**src/common/lcp_pkg.sv**
```systemverilog
/*
 * Constants and carriers for the link control / power management
 * capability register slice of one switch port.
 * Assumes a 32-bit APB slave with a 12-bit byte address.
 */
package lcp_pkg;

   // ------------------------------------------------------------------
   // Bus geometry
   // ------------------------------------------------------------------
   localparam int unsigned ADDR_W          = 12;
   localparam int unsigned DATA_W          = 32;

   // ------------------------------------------------------------------
   // Register indices (byte address is four times the index)
   // ------------------------------------------------------------------
   localparam logic [7:0]  IDX_DEV_CAP2    = 8'h64;
   localparam logic [7:0]  IDX_DEV_CTL2    = 8'h68;
   localparam logic [7:0]  IDX_DEV_STS2    = 8'h6a;
   localparam logic [7:0]  IDX_LINK_CAP2   = 8'h6c;
   localparam logic [7:0]  IDX_LINK_CTL2   = 8'h70;
   localparam logic [7:0]  IDX_LINK_STS2   = 8'h72;
   localparam logic [7:0]  IDX_SLOT_CAP2   = 8'h74;
   localparam logic [7:0]  IDX_SLOT_CTL2   = 8'h78;
   localparam logic [7:0]  IDX_SLOT_STS2   = 8'h7a;
   localparam logic [7:0]  IDX_PM_CAP_HDR  = 8'hc0;

   // ------------------------------------------------------------------
   // Link control two fields
   // ------------------------------------------------------------------
   localparam int unsigned TLS_LSB         = 0;
   localparam int unsigned TLS_W           = 4;
   localparam int unsigned ENTER_COMPLIANCE_CTL_BIT       = 4;
   localparam int unsigned HW_AUTONOMOUS_SPEED_DISABLE_BIT        = 5;
   localparam logic [3:0]  TLS_RST         = 4'h0;
   localparam logic        ENTER_COMPLIANCE_CTL_RST       = 1'b0;
   localparam logic        HW_AUTONOMOUS_SPEED_DISABLE_RST        = 1'b0;

   // Speed encodings
   localparam logic [3:0]  SPEED_GEN1      = 4'h1;
   localparam logic [3:0]  SPEED_GEN2      = 4'h2;
   localparam logic [3:0]  DEV_MAX_SPEED   = SPEED_GEN1;

   // ------------------------------------------------------------------
   // Power management capability header fields
   // ------------------------------------------------------------------
   localparam int unsigned CAPABILITY_IDENTIFIER_LSB       = 0;
   localparam int unsigned NEXT_CAPABILITY_POINTER_LSB      = 8;
   localparam int unsigned VER_LSB         = 16;
   localparam int unsigned PM_EVENT_CLOCK_FLAG_BIT      = 19;
   localparam logic [7:0]  CAPABILITY_IDENTIFIER_VAL       = 8'h01;
   localparam logic [7:0]  NEXT_CAPABILITY_POINTER_UP_RST   = 8'h00;
   localparam logic [7:0]  NEXT_CAPABILITY_POINTER_DN_RST   = 8'hd0;
   localparam logic [2:0]  VER_VAL         = 3'h3;
   localparam logic        PM_EVENT_CLOCK_FLAG_VAL      = 1'b0;

   // ------------------------------------------------------------------
   // Carriers
   // ------------------------------------------------------------------
   typedef struct packed {
      logic       hw_autonomous_speed_disable;
      logic       enter_compliance_ctl;
      logic [3:0] target_link_speed;
   } lcp_lctl_t;

   typedef struct packed {
      logic       req;
      logic       reliability;
      logic [3:0] target;
   } lcp_spd_req_t;

endpackage : lcp_pkg

```
**src/lcp_sync.sv**
```systemverilog
/*
 * Two-flop level synchroniser, one bit per lane.
 * Assumes inputs are quasi-static levels from outside the pclk domain.
 */
module lcp_sync
   import lcp_pkg::*;
#(
   parameter int unsigned WIDTH = 1
)
(
   // Clock and reset
   input  wire logic             pclk,
   input  wire logic             presetn,
   // Levels
   input  wire logic [WIDTH-1:0] async_in,
   output logic      [WIDTH-1:0] sync_out
);

   logic [WIDTH-1:0] meta_q;

   // ------------------------------------------------------------------
   // Two stages; the first is read by the second only
   // ------------------------------------------------------------------
   always_ff @(posedge pclk or negedge presetn)
   begin
      if (!presetn)
      begin
         meta_q   <= '0;
         sync_out <= '0;
      end
      else
      begin
         meta_q   <= async_in;
         sync_out <= meta_q;
      end
   end

endmodule : lcp_sync

```
**src/lcp_regs.sv**
```systemverilog
/*
 * APB register slice: second-generation device/link/slot registers,
 * link control two, and the power management capability header.
 * Assumes port type and legacy mode are pin levels, and that hot reset
 * and the unlock level come from logic on pclk.
 */
// The APB register port was left to the implementer.

module lcp_regs
   import lcp_pkg::*;
(
   // Clock and reset
   input  wire logic               pclk,
   input  wire logic               presetn,
   // APB slave
   input  wire logic               psel,
   input  wire logic               penable,
   input  wire logic               pwrite,
   input  wire logic [ADDR_W-1:0]  paddr,
   input  wire logic [DATA_W-1:0]  pwdata,
   input  wire logic [3:0]         pstrb,
   output logic      [DATA_W-1:0]  prdata,
   output logic                    pready,
   output logic                    pslverr,
   // Port configuration pins
   input  wire logic               port_downstream_pin,
   input  wire logic               legacy_mode_pin,
   // Control from port logic
   input  wire logic               cfg_unlock,
   input  wire logic               hot_reset,
   // Link training interface
   output lcp_lctl_t               link_ctl,
   output logic      [3:0]         adv_max_speed,
   output logic      [3:0]         compliance_speed,
   output logic                    compliance_start,
   // Speed change arbitration
   input  wire logic [3:0]         cur_speed,
   input  wire lcp_spd_req_t       spd_req,
   output logic                    spd_grant
);

   // ------------------------------------------------------------------
   // Declarations
   // ------------------------------------------------------------------
   logic              downstream;
   logic              legacy;
   logic [3:0]        tls_q;
   logic              enter_compliance_ctl_q;
   logic              hw_autonomous_speed_disable_q;
   logic [7:0]        next_capability_pointer_q;
   logic              next_capability_pointer_ovr_q;
   logic              hot_reset_q;
   logic              hot_rise;
   logic [DATA_W-1:0] prdata_q;
   logic              pslverr_q;
   logic              setup;
   logic              wr_acc;
   logic              addr_ok;
   logic [7:0]        idx;
   logic              hit;
   logic [DATA_W-1:0] rd_mux;
   lcp_lctl_t         lctl_eff;
   logic [7:0]        next_capability_pointer_eff;
   logic [3:0]        adv_d;
   logic              wr_lctl;
   logic              wr_power_mgmt_capability_header;

   // ------------------------------------------------------------------
   // Pin synchronisers
   // ------------------------------------------------------------------
   lcp_sync #(
      .WIDTH    (2)
   ) u_pin_sync (
      .pclk     (pclk),
      .presetn  (presetn),
      .async_in ({port_downstream_pin, legacy_mode_pin}),
      .sync_out ({downstream, legacy})
   );

   // ------------------------------------------------------------------
   // APB decode
   // ------------------------------------------------------------------
   assign setup    = psel & ~penable;
   assign wr_acc   = psel & penable & pwrite & pready;
   assign addr_ok  = (paddr[1:0] == 2'h0) & (paddr[ADDR_W-1:10] == 2'h0);
   assign idx      = paddr[9:2];
   assign wr_lctl  = wr_acc & ~pslverr_q & (idx == IDX_LINK_CTL2);
   assign wr_power_mgmt_capability_header = wr_acc & ~pslverr_q & (idx == IDX_PM_CAP_HDR);
   assign pready   = 1'b1;
   assign prdata   = prdata_q;
   assign pslverr  = pslverr_q;

   always_comb
   begin
      case (idx)
         IDX_DEV_CAP2, IDX_DEV_CTL2, IDX_DEV_STS2,
         IDX_LINK_CAP2, IDX_LINK_CTL2, IDX_LINK_STS2,
         IDX_SLOT_CAP2, IDX_SLOT_CTL2, IDX_SLOT_STS2,
         IDX_PM_CAP_HDR:
            hit = addr_ok;
         default:
            hit = 1'b0;
      endcase
   end

   // ------------------------------------------------------------------
   // Effective field values
   // ------------------------------------------------------------------
   always_comb
   begin
      if (legacy)
      begin
         lctl_eff = '0;
      end
      else
      begin
         lctl_eff.target_link_speed   = tls_q;
         lctl_eff.enter_compliance_ctl = enter_compliance_ctl_q;
         lctl_eff.hw_autonomous_speed_disable  = hw_autonomous_speed_disable_q;
      end
   end

   // Default follows the port type until software overrides it
   always_comb
   begin
      if (next_capability_pointer_ovr_q)
         next_capability_pointer_eff = next_capability_pointer_q;
      else if (downstream)
         next_capability_pointer_eff = NEXT_CAPABILITY_POINTER_DN_RST;
      else
         next_capability_pointer_eff = NEXT_CAPABILITY_POINTER_UP_RST;
   end

   // ------------------------------------------------------------------
   // Read mux
   // ------------------------------------------------------------------
   // Everything not listed below reads as zero
   always_comb
   begin
      rd_mux = '0;
      if (idx == IDX_LINK_CTL2)
      begin
         rd_mux[TLS_LSB +: TLS_W] = lctl_eff.target_link_speed;
         rd_mux[ENTER_COMPLIANCE_CTL_BIT]        = lctl_eff.enter_compliance_ctl;
         rd_mux[HW_AUTONOMOUS_SPEED_DISABLE_BIT]         = lctl_eff.hw_autonomous_speed_disable;
      end
      else if (idx == IDX_PM_CAP_HDR)
      begin
         rd_mux[CAPABILITY_IDENTIFIER_LSB +: 8]   = CAPABILITY_IDENTIFIER_VAL;
         rd_mux[NEXT_CAPABILITY_POINTER_LSB +: 8]  = next_capability_pointer_eff;
         rd_mux[VER_LSB +: 3]     = VER_VAL;
         rd_mux[PM_EVENT_CLOCK_FLAG_BIT]       = PM_EVENT_CLOCK_FLAG_VAL;
      end
   end

   // ------------------------------------------------------------------
   // Read data and error, captured in the setup cycle
   // ------------------------------------------------------------------
   always_ff @(posedge pclk or negedge presetn)
   begin
      if (!presetn)
      begin
         prdata_q  <= '0;
         pslverr_q <= 1'b0;
      end
      else if (setup)
      begin
         pslverr_q <= ~hit;
         if (hit & ~pwrite)
            prdata_q <= rd_mux;
         else
            prdata_q <= '0;
      end
   end

   // ------------------------------------------------------------------
   // Link control two storage
   // ------------------------------------------------------------------
   always_ff @(posedge pclk or negedge presetn)
   begin
      if (!presetn)
      begin
         tls_q  <= TLS_RST;
         hw_autonomous_speed_disable_q <= HW_AUTONOMOUS_SPEED_DISABLE_RST;
      end
      // Hot reset restores the non-sticky fields every cycle it is high
      else if (hot_reset)
      begin
         tls_q  <= TLS_RST;
         hw_autonomous_speed_disable_q <= HW_AUTONOMOUS_SPEED_DISABLE_RST;
      end
      else if (wr_lctl & pstrb[0] & ~legacy)
      begin
         tls_q  <= pwdata[TLS_LSB +: TLS_W];
         hw_autonomous_speed_disable_q <= pwdata[HW_AUTONOMOUS_SPEED_DISABLE_BIT];
      end
   end

   // Sticky: of the two resets, only the bus reset clears it
   always_ff @(posedge pclk or negedge presetn)
   begin
      if (!presetn)
         enter_compliance_ctl_q <= ENTER_COMPLIANCE_CTL_RST;
      else if (wr_lctl & pstrb[0] & ~legacy & ~hot_reset)
         enter_compliance_ctl_q <= pwdata[ENTER_COMPLIANCE_CTL_BIT];
   end

   // ------------------------------------------------------------------
   // Next pointer, writable while unlocked
   // ------------------------------------------------------------------
   always_ff @(posedge pclk or negedge presetn)
   begin
      if (!presetn)
      begin
         next_capability_pointer_q     <= NEXT_CAPABILITY_POINTER_UP_RST;
         next_capability_pointer_ovr_q <= 1'b0;
      end
      else if (wr_power_mgmt_capability_header & pstrb[1] & cfg_unlock)
      begin
         next_capability_pointer_q     <= pwdata[NEXT_CAPABILITY_POINTER_LSB +: 8];
         next_capability_pointer_ovr_q <= 1'b1;
      end
   end

   // ------------------------------------------------------------------
   // Training speed limit and compliance speed
   // ------------------------------------------------------------------
   // The device runs at 2.5G only, so the cap never rises above it
   always_comb
   begin
      adv_d = DEV_MAX_SPEED;
      if (downstream &&
          (lctl_eff.target_link_speed == SPEED_GEN1 || lctl_eff.target_link_speed == SPEED_GEN2) &&
          lctl_eff.target_link_speed < DEV_MAX_SPEED)
         adv_d = lctl_eff.target_link_speed;
   end

   always_ff @(posedge pclk or negedge presetn)
   begin
      if (!presetn)
      begin
         adv_max_speed    <= DEV_MAX_SPEED;
         compliance_speed <= TLS_RST;
         link_ctl         <= '0;
      end
      else
      begin
         adv_max_speed    <= adv_d;
         compliance_speed <= lctl_eff.target_link_speed;
         link_ctl         <= lctl_eff;
      end
   end

   // ------------------------------------------------------------------
   // Compliance entry on hot reset
   // ------------------------------------------------------------------
   // Edge of the hot reset level; the history flop idles low like the input
   assign hot_rise = hot_reset & ~hot_reset_q;

   always_ff @(posedge pclk or negedge presetn)
   begin
      if (!presetn)
      begin
         hot_reset_q      <= 1'b0;
         compliance_start <= 1'b0;
      end
      else
      begin
         hot_reset_q      <= hot_reset;
         compliance_start <= hot_rise & lctl_eff.enter_compliance_ctl;
      end
   end

   // ------------------------------------------------------------------
   // Autonomous speed change gate
   // ------------------------------------------------------------------
   // Locked: only reliability-driven down-shifts get through
   always_comb
   begin
      if (!spd_req.req)
         spd_grant = 1'b0;
      else if (!lctl_eff.hw_autonomous_speed_disable)
         spd_grant = 1'b1;
      else
         spd_grant = spd_req.reliability &
                     (spd_req.target < cur_speed);
   end

endmodule : lcp_regs

```
**config.mk**
```make
export PLATFORM = sky130hd
export DESIGN_NAME = lcp_regs
export DESIGN_NICKNAME = d
export VERILOG_FILES = /design/src/common/lcp_pkg.sv /design/src/lcp_sync.sv /design/src/lcp_regs.sv
export SDC_FILE = /design/constraint.sdc
export NUM_CORES = 1
export LEC_CHECK = 0
export ABC_CLOCK_PERIOD_IN_PS = 1600
export BUFFER_PORTS_ARGS = -buffer_cell sky130_fd_sc_hd__buf_2
export CAP_MARGIN = 30
export CORE_MARGIN = 1
export CORE_UTILIZATION = 41
export CTS_BUF_LIST = sky130_fd_sc_hd__clkbuf_4 sky130_fd_sc_hd__clkbuf_8
export DETAILED_ROUTE_END_ITERATION = 8
export GPL_TIMING_DRIVEN = 0
export PLACE_DENSITY_LB_ADDON = 0.12
export SYNTH_ARGS = -nofsm -noshare
export SYNTH_HDL_FRONTEND = slang
export SYNTH_SLANG_ARGS = --single-unit
```
**constraint.sdc**
```tcl
create_clock -name pclk -period 1.6 [get_ports pclk]
set_input_delay 0.16 -clock pclk [delete_from_list [all_inputs] [get_ports pclk]]
set_output_delay 0.16 -clock pclk [all_outputs]
set_load 0.005 [all_outputs]
```
# ---- Yosys cells after proc, flatten, opt, wreduce, memory -nomap -nowiden
# Index checks and enable logic that the tools add are counted.
dict set report op_classes {
  n_eq_ne 12
  muxes 15
  reduce_logical 7
  bitwise 23
  order_cmp 2
}
# op count
set op_table {}
lappend op_table {{$eq A8 B7 Y1 const B} 9}
lappend op_table {{$mux W20} 1}
lappend op_table {{$mux W18} 1}
lappend op_table {{$and A1 B1 Y1} 16}
lappend op_table {{$mux W8} 2}
lappend op_table {{$mux W14} 1}
lappend op_table {{$mux W4} 3}
lappend op_table {{$mux W6} 2}
lappend op_table {{$reduce_or A10 Y1} 1}
lappend op_table {{$eq A8 B8 Y1 const B} 1}
lappend op_table {{$not A1 Y1} 7}
lappend op_table {{$mux W1} 5}
lappend op_table {{$eq A4 B1 Y1 const B} 1}
lappend op_table {{$eq A4 B2 Y1 const B} 1}
lappend op_table {{$logic_not A2 Y1} 2}
lappend op_table {{$lt A4 B1 Y1 const B} 1}
lappend op_table {{$lt A4 B4 Y1} 1}
lappend op_table {{$logic_and A1 B1 Y1} 2}
lappend op_table {{$reduce_bool A2 Y1} 1}
lappend op_table {{$logic_or A1 B1 Y1} 1}
dict set report totals {
  ff_bits 64
  word_cells 74
  in_bits 67
  output_inout_bits 50
}

# ---- Longest topological paths before layout
# Gate-level depths: netlist of run 1.
dict set report logic_depth {
  ltp_word 8
  depth_mapped 5
  ltp_nobuf 5
}

# ---- By module
# Synthesis of run 1 repeated with hierarchy kept, for this count alone.
dict set report unflattened {
  cells_unflattened 161
  hier_area_um2 2057.0
}
# module area_per_inst_um2 n_inst seq_area_each_um2 cells_per_inst
set by_module_without_submodules {}
lappend by_module_without_submodules {lcp_regs 1956.9 1 1077.3 157}
lappend by_module_without_submodules {lcp_sync 100.1 1 100.1 4}

# ---- Least setup slack after synthesis of run 1
# No wires, ideal clock.
dict set report synth_path {
  kind {register to register}
  start {register u_pin_sync.sync_out[0]}
  end {register enter_compliance_ctl_q}
  path_buffers 0
  period_less_slack_ns 1.664
  setup_time_ns 0.125
  arrival_time_ns 1.538
  path_slack_ns -0.064
  path_stages_with_launch 4
  cell_sequence {dfrtp_1 or3_1 nor4_4 mux2_4}
}
dict set report synth_between {
  elab_chain_len 3
}
# element line_no
set synth_lines {}
lappend synth_lines {{start: declaration} lcp_sync.sv:16} ;# output logic [WIDTH-1:0] sync_out
lappend synth_lines {{start signal: assignment} lcp_sync.sv:34} ;# sync_out <= meta_q;
lappend synth_lines {{$not A1 Y1} lcp_regs.sv:204} ;# else if (wr_lctl & pstrb[0] & ~legacy & ~hot_reset)
lappend synth_lines {{$and A1 B1 Y1 (2 in a row)} lcp_regs.sv:204}
lappend synth_lines {{end signal: assignment} lcp_regs.sv:205} ;# enter_compliance_ctl_q <= pwdata[ENTER_COMPLIANCE_CTL_BIT];
lappend synth_lines {{end: declaration} lcp_regs.sv:48} ;# logic enter_compliance_ctl_q;
# No other way between the ends.
# A chain may end at the register's enable or synchronous reset.

# ---- Worst setup path in the final report of run 1
# Same ends and word-level chain as after synthesis.

==> results of run 1 <==
## final cells by class
class	count	area [um^2]	area share (%)
tap	67	83.83	2.931
multi-input combinational	114	830.8	29.05
clock buffer	6	82.58	2.887
buffer	24	172.7	6.037
timing repair buffer	84	465.4	16.27
inverter	8	30.03	1.050
sequential	47	1179	41.21
clock inverter	2	16.27	0.5687
## layout by cell type (no fill, tap or decap), drive strengths merged
master	Yosys	final
buf	22	103
dfrtp	46	46
conb	2	21
nand2	11	11
o21ai	9	9
mux2	9	9
inv	8	8
a22o	8	8
clkbuf	2	8
nor2b	7	7
nor3b	7	7
nand2b	5	5
a21o	5	5
a21oi	4	4
nor4	4	4
nor2	3	3
ha	3	3
dlygate4sd3	0	3
nand3b	2	2
or3	2	2
nor3	2	2
a211oi	1	1
a21boi	1	1
and4bb	1	1
nand4	1	1
nand3	1	1
and3b	1	1
o31ai	1	1
a32oi	1	1
or4	1	1
nand4b	1	1
or2	1	1
a31oi	1	1
dfstp	1	1
clkinvlp	0	1
clkinv	0	1
## per-layer routing
layer	vias up	share of wire [%]	global-route usage, %
met5	-	0	0
met4	0	1.9	8.333
met3	9	5.9	4.472
met2	60	46	25.45
met1	688	46	22.73
li1	778	-	-
## cell families (layout without fill, tap and decap cells)
logic type,after synthesis,in the layout,synth area share [%]
buf+inv,32,124,9.496
other cells,2,21,0.3518
mux,9,9,6.331
simple gates,50,50,17.06
flops,47,47,55.16
compound gates,31,31,9.848
fa+ha+maj,3,3,1.759
## critical path: stages (launching register included)
cell and delay (ps):
dfrtp_2 460, or3_4 390, nor4_4 320, mux2_4 330
## timing repair
item | in CTS | in global routing
endpoints found under the setup margin | 9 | 1
hold endpoints to repair | 36 | 0
resized for setup | 1 | 0
pin swaps | 2 | 0
setup buffers | 1 | 0
hold buffers | 3 | 0
## through the flow
step | worst slack [ps] | total power [mW] | hold slack [ps] | TNS, ps
3_3_place_gp | -211.9 | 1.416 | 267.4 | -2438
5_1_grt | -82.75 | 2.273 | 53.90 | -82.75
3_5_place_dp | -216.4 | 1.424 | 36.55 | -2479
2_1_floorplan | -37.23 | 1.310 | -135.6 | -37.23
6_report | -14.48 | 2.166 | 47.16 | -14.48
4_1_cts | -32.55 | 2.188 | 42.55 | -32.55
## state kept, by name (all words and copies together) (netlist names), 2 cells and up
name,cells
adv_max_speed,4
compliance_speed,4
link_ctl,2
next_capability_pointer_q,8
prdata,15
tls_q,4
u_pin_sync.meta_q,2
u_pin_sync.sync_out,2
## power groups by stage
stage	Sequential, mW	Combinational (mW)	Clock, mW
2_1_floorplan	1.23	0.0824	0
6_report	1.20	0.201	0.760
3_3_place_gp	1.23	0.189	0
4_1_cts	1.20	0.203	0.781
5_1_grt	1.21	0.229	0.837
3_5_place_dp	1.23	0.196	0
## worst max path at each step
stage / from / to / slack, ps
floorplan: u_pin_sync.sync_out[0]$_DFF_PN0_ / enter_compliance_ctl_q$_DFFE_PN0P_ / -40
global placement: paddr[2] / next_capability_pointer_q[0]$_DFFE_PN0P_ / -210
detailed placement: paddr[2] / next_capability_pointer_q[7]$_DFFE_PN0P_ / -220
CTS: u_pin_sync.sync_out[0]$_DFF_PN0_ / enter_compliance_ctl_q$_DFFE_PN0P_ / -30
global route: u_pin_sync.sync_out[0]$_DFF_PN0_ / enter_compliance_ctl_q$_DFFE_PN0P_ / -80
finish: u_pin_sync.sync_out[0]$_DFF_PN0_ / enter_compliance_ctl_q$_DFFE_PN0P_ / -10
==> flow_results.org, run 1 <==
** Power
- Peak supply drop :: roughly 0.0005 V
- Summed over all nets, the switching power comes to just over 500 uW.
- Pwr/cell area :: 757.2 nW/um^2
- Sequential group share of total power :: 55.6%
- The clock network burns around a third of the power.
- Of the total power, the share spent switching nets is between 20% and 30%.
- Lkg Pwr :: approximately 1.6 nW
- Per report_power, the combinational group accounts for approximately a tenth of the total.
- Internal power comes to 1.654 mW.

** Setup path
- Crit path required time :: approximately 1800 ps
- The worst setup path is captured at a flip-flop.
- Slack of the worst reg-to-reg path :: -10 ps
- Data arrives at the worst endpoint at about 1800 ps.
- Worst flop-to-flop path endpoint :: enter_compliance_ctl_q$_DFFE_PN0P_
- The critical path is of the reg2reg type.
- Worst r2r path cells :: 3
- Max FO, Critical Path :: 8
- In this run the critical register-to-register path is launched from u_pin_sync.sync_out[0]$_DFF_PN0_.
- Worst setup SP type :: flip-flop

** Timing
- Min Clock Period, post-route :: around 1600 ps
- The max-slew violation total from the final report is 0.
- For the pin with the worst max-slew slack, the measured transition is ~500 ps.
- Setup violations remaining at the end of the flow were counted as 1.
- Fin. Hold Viols :: 0
- Derived from the worst setup path, the maximum achievable clock frequency is around 620 MHz.
- Max-slew headroom at the worst pin :: 66.26%
- RSZ-0062 raised after global routing :: true
- Worst Clk Skew :: 7.507 ps
- After layout, the worst setup slack is -14.48 ps.
- Dividing the final minimum period by the clock period gives 100.9%.

** Final layout
- Number of fill cells in the layout :: about 450
- Final standard cell count with taps included and fillers excluded :: ~350
- From synthesis to final layout, the design area changed by 34.00%.
- # nets final :: 354
- With fillers left out, the area of the finished cells amounts to around 2900 um^2.
- Core Util, Final :: approximately three fifths
- Diodes inserted :: 0
- The post-route netlist has between 40% and 50% of its cells at a drive strength greater than 1.

** Worst hold path
- Path category of the worst min-delay check :: in2reg
- The worst hold path begins at pwdata[0].
- Worst min-delay path endpoint :: tls_q[0]$_DFFE_PN0P_
- The worst hold path passes through 2 cells.

** Floorplan
- Die Y-Extent :: between 70 and 80 um
- From left edge to right edge, the die measures 74.16 um.
- Core Box Area :: approximately 4900 um^2
- The floorplan step defined a die boundary enclosing 5499 um^2.
- 117 I/O pins were placed.
- Row generation in the floorplan step produced 25 rows.
- Effective utilization at floorplan :: 43.74%

** Drt
- The detailed router placed approximately 1.5k vias in this run.
- Number of design rule violations left after detail routing :: 0
- The first detailed-routing pass ran for 3 iterations.
- The final layout contains routed wiring with a total length of around 4200 um.
- In the final routed layout, each cell accounts on average for between 10 and 15 um.
- Using the TritonRoute via totals, the vias-per-cell ratio works out to approximately 4.4.
- Number of DRC markers after the initial detailed-route iteration :: 77
- In this run the remaining antenna-violating nets after routing total 0.

** Yosys
- Top-count cell post-synth :: dfrtp_1
- Yosys attributes the largest share of cell area to dfrtp_1 54%, buf_4 7.7%, mux2_4 6.3%.
- Yosys printed 0 warnings.
- The most used flip-flop cell after synthesis is dfrtp_1.
- Syn Inst Count :: 174
- Yosys cell types :: 36
- Area leader, netlist :: dfrtp_1
- Top cell type's share of synthesized area :: a little over half
- Ranked by instance count, the synthesized netlist is headed by 46 x dfrtp_1, 22 x buf_4, 11 x nand2_1.
- Mapped Avg Cell Area :: 12.27 um^2
- Register bit total from synthesis :: 47
- Netlist area before placement :: roughly 2100 um^2
- Post-synth ARST share :: 100.0%
- In this run, synthesis inferred 0 flip-flops with an integrated enable.
- Sequential fraction of the synthesis area :: a little under three fifths

** Place
- In this run, placement finished with an instance count of 340.
- At the end of routability-driven placement, the weighted congestion stood at ~0.76.
- Total placed instance area :: approximately 2700 um^2
- The HPWL after detailed placement is ~3200 um.
- Buffers placed on the I/O ports in this run total around 80.

** Job
- Max-cap violation count :: 0

** GRT
- Initial antenna violation count :: 0
- Wire length of the first global-routing pass :: 6796 um
- Pin count of the biggest net entering global routing :: 39
- Global router's overall resource usage :: 16.94%
- Aggregate global routing overflow :: 0
- The number of global-route vias before repair is about 1.4k.

** Clock network
- Clock latency on the worst-skew pair, taken at its later pin, is 310 ps.
- Clock tree synthesis found a total of 47 sinks.
- Clock tree from TritonCTS :: done
- Maximum clock path buffer count :: 2
- CTS built an H-tree with a depth of 2.
- Root buffer selected by CTS :: clkbuf_8
- Clock edge transition at the registers on the reported setup and hold paths :: about 80 ps
- Total clock buffers created by CTS :: 5

** Run status
- The final reports fail on negative setup slack.
- The flow ran to the end, but the final reports show violations.
Note: power is estimated with default switching activity, not from simulation.
==> run 2: changes to the inputs <==
CORE_UTILIZATION = 40   (was 41)
CTS_BUF_LIST = sky130_fd_sc_hd__clkbuf_8 sky130_fd_sc_hd__clkbuf_16   (was sky130_fd_sc_hd__clkbuf_4 sky130_fd_sc_hd__clkbuf_8)
CTS_CLUSTER_SIZE = 24   (was not set)
==> run 2 against run 1 <==
The run still ends with negative setup slack left. Design area up 1.3%. Combinational power up 3%. Worst setup slack worse by 23 ps. Worst hold slack better by 19 ps. Power up 6.2%. Routed wire length up 0.52%. Count of clock-buffer cells in the layout unchanged. Sequential cell count unchanged. Die area up 2.4%. Cell count up 1.4%. First-iteration DRC count up 7.8%. Register-to-register slack worse by 20 ps. Critical path type unchanged. Largest cell class unchanged. Largest power group unchanged.
==> flow_results.org, run 2 (synthesis results as in run 1) <==
** Clock network
- The clock tree buffer depth is 2 (unchanged).
- The post-CTS clock slew at the launch and capture registers of the worst setup and hold paths is 80 ps (about the same).
- Later-pin clock latency in the skew report :: 300 ps (about the same)
- Root buffer selected by CTS :: clkbuf_8
- Number of sinks driven by the clock tree :: 47 (unchanged)
- H-tree depth reported by CTS :: 2 (unchanged)
- Clock tree from TritonCTS :: done
- Total clock buffers created by CTS :: 5 (unchanged)

** Final layout
- Area used by sequential logic in the layout :: 1179 um^2 (unchanged)
- The net total in the final layout is 356 (+0.56%).
- Most used cells in the layout excluding fill and tap cells :: 79 x buf_2, 45 x dfrtp_1, 24 x buf_4, 21 x conb_1, 11 x nand2_1
- The number of antenna diodes was 0 (unchanged).
- Most common library cell in the layout ignoring fill and taps :: buf_2
- Multi-input gate area :: 830.8 um^2 (unchanged)
- The final design utilization came to 56.74% (-1.9 points).
- Final standard cell count with taps included and fillers excluded :: 357 (+1.4%)
- The number of flip-flops under the largest register name came to 15 (unchanged).
- Layout area overhead :: 35.76%
- Number of fill cells in the layout :: 462 (+1.8%)
- The layout cell share with drive strength beyond 1 came to 45.64% (+0.38 points).

** Setup path
- Class of the most critical setup path :: reg2reg
- Cell-by-cell trace of the critical path :: or3_4, nor4_4, mux2_4
- The delay of the slowest cell on the worst path came to 440 ps (-20 ps).
- Arrival time of data at the critical path endpoint :: 1820 ps (about the same)
- STA classifies the critical path startpoint as a flip-flop.
- The critical path data required time is 1780 ps (-20 ps).
- On the critical path, the stage with the largest delay is an instance of dfrtp_2.
- Worst setup EP type :: flip-flop
- The largest fanout on the critical path was 5 (-3).

** Job
- Max-cap violation count :: 0 (unchanged)

** GRT
- Met1 track utilization from global routing :: 22.27% (-0.46 points)
- The leftover overflow at the end of global routing was 0 (unchanged).
- Layer carrying the most global-route usage :: met2
- The global-route usage over all layers came to 16.44% (-0.50 points).
- The number of antenna violations at the first check in global routing came to 0 (unchanged).
- The pin count of the biggest net entering global routing came to 26 (-33%).
- The first-pass GRT wire length is 6686 um (-1.6%).
- M2 GR Usage :: 24.92% (-0.53 points)
- Met3 demand-to-capacity share in global routing :: 4.953% (+0.48 points)
- The number of global-route vias before repair came to 1397 (-1.6%).

** Drt
- The wire length after detailed routing is 4234 um (+0.52%).
- First drt pass iteration count :: 3 (unchanged)
- Vias after detailed routing :: 1557 (+1.4%)
- Routed length per placed instance :: 11.86 um (-0.89%)
- The post-detailed-route via-to-cell ratio was 4.361 (about the same).
- The number of violations reported at the end of detailed-routing iteration 0 was 83 (+7.8%).
- Post-detailed-route count of antenna-violating nets :: 0 (unchanged)
- The post-detailed-route DRC marker count is 0 (unchanged).

** Place
- Buffers added on ports :: 79 (unchanged)
- Number of placed instances, taps included :: 343 (+0.88%)
- Minimum setup slack after placement :: -247.7 ps (-31.28 ps)
- The placed wire-length estimate after detailed placement was 3254 um (+1.7%).
- Global placement routability congestion :: 0.7001 (-8.4%)

** Timing
- The achievable frequency is 610.6 MHz (-1.4%).
- Setup repair after global routing could not meet its margin everywhere.
- The max-slew violation total from the final report came to 0 (unchanged).
- The transition time of the tightest slew-check pin came to 537.8 ps (+36.35 ps).
- The worst slew margin relative to its limit came to 63.82% (-2.4 points).
- Final worst setup slack :: -37.77 ps (-23.28 ps)
- Final critical-path share of the clock period :: 102.4% (+1.5 points)
- Fin. Hold Viols :: 0 (unchanged)
- Smallest hold slack :: 65.68 ps (+18.52 ps)
- Worst Clk Skew :: 3.771 ps (-3.736 ps)
- Setup Viol. Count Final :: 1 (unchanged)
- Min Clock Period, post-route :: 1638 ps (+23.28 ps)

** Floorplan
- Core Box Area :: 5107 um^2 (+4.7%)
- Die Y-Extent :: 75.05 um (+1.2%)
- Effective utilization at floorplan :: 41.79% (-2.0 points)
- The area of the die is 5633 um^2 (+2.4%).
- Standard-cell rows :: 26 (+4.0%)
- The number of top-level pins was 117 (unchanged).
- Width of the chip :: 75.05 um (+1.2%)

** Power
- Peak supply drop :: 0.0003955 V (-19%)
- The areal power density over the cells is 793.8 nW/um^2 (+4.8%).
- Lkg Pwr :: 1.648 nW (+1.5%)

** Run status
- Violations in the final reports :: negative setup slack
- The flow ran to the end, but the final reports show violations.

** Worst hold path
- Path category of the worst min-delay check :: in2reg
-- run 2: cell count changes in the layout (fill, tap and decap cells not counted), sizes merged --
| cell | previous run | this run |
|---|---|---|
| bufinv | 0 | 1 |
| clkinvlp | 1 | 0 |
| buf | 103 | 105 |
-- run 2: layer usage --
layer	vias to the layer above	wire (um)
met5	-	0
met4	0	61
met3	7	335
met2	61	1890
met1	705	1946
li1	784	-
-- run 2: what timing repair did --
item                                    in CTS  in global routing
hold endpoints to repair                    24                  0
pin swaps                                    2                  6
endpoints found under the setup margin      14                  6
buffers inserted                             2                  1
hold buffers                                 3                  0
resized for setup                            1                  0
-- run 2: worst paths after layout --
check | to | slack [ps] | startpoint | cells past startpoint
setup / recovery | enter_compliance_ctl_q$_DFFE_PN0P_ | -40 | u_pin_sync.sync_out[0]$_DFF_PN0_ | 3
hold / removal | tls_q[2]$_DFFE_PN0P_ | 70 | pwdata[2] | 2
setup reg to reg | enter_compliance_ctl_q$_DFFE_PN0P_ | -40 | u_pin_sync.sync_out[0]$_DFF_PN0_ | 3
hold reg to reg | u_pin_sync.sync_out[1]$_DFF_PN0_ | 350 | u_pin_sync.meta_q[1]$_DFF_PN0_ | 0
max in group asynchronous | adv_max_speed[0]$_DFF_PN1_ | 650 | presetn | 3
min in group asynchronous | compliance_speed[3]$_DFF_PN0_ | 370 | presetn | 2
-- run 2: where the power goes --
group,switching (mW),internal [mW],total (mW)
Sequential,0.00408,1.20,1.20
Combinational,0.103,0.103,0.207
Clock,0.385,0.506,0.890
-- run 2: stage by stage --
| stage | total power [mW] | instance area, um^2 | setup TNS, ps |
|---|---|---|---|
| after CTS | 2.320 | 2890 | -58.71 |
| after detailed placement | 1.428 | 2714 | -2795 |
| after floorplan | 1.310 | 2211 | -37.23 |
| final | 2.300 | 2898 | -37.77 |
| after global placement | 1.420 | 2694 | -3100 |
| after global routing | 2.407 | 2898 | -369.3 |
-- run 2: area by class of cell --
class / instances / share of cell area [%]
well taps: 70 / 3.022
repair buffers: 86 / 16.58
multi-input cells: 114 / 28.67
clock inverters: 2 / 1.209
flip-flops and latches: 47 / 40.67
inverters: 8 / 1.036
plain buffers: 24 / 5.959
clock buffers: 6 / 2.850
-- run 2: critical path, delay by kind of cell, from the launching register on --
kind / cells / cell delay, ps
muxes: 1 / 340
DFF: 1 / 440
and+or+nand+nor: 2 / 750
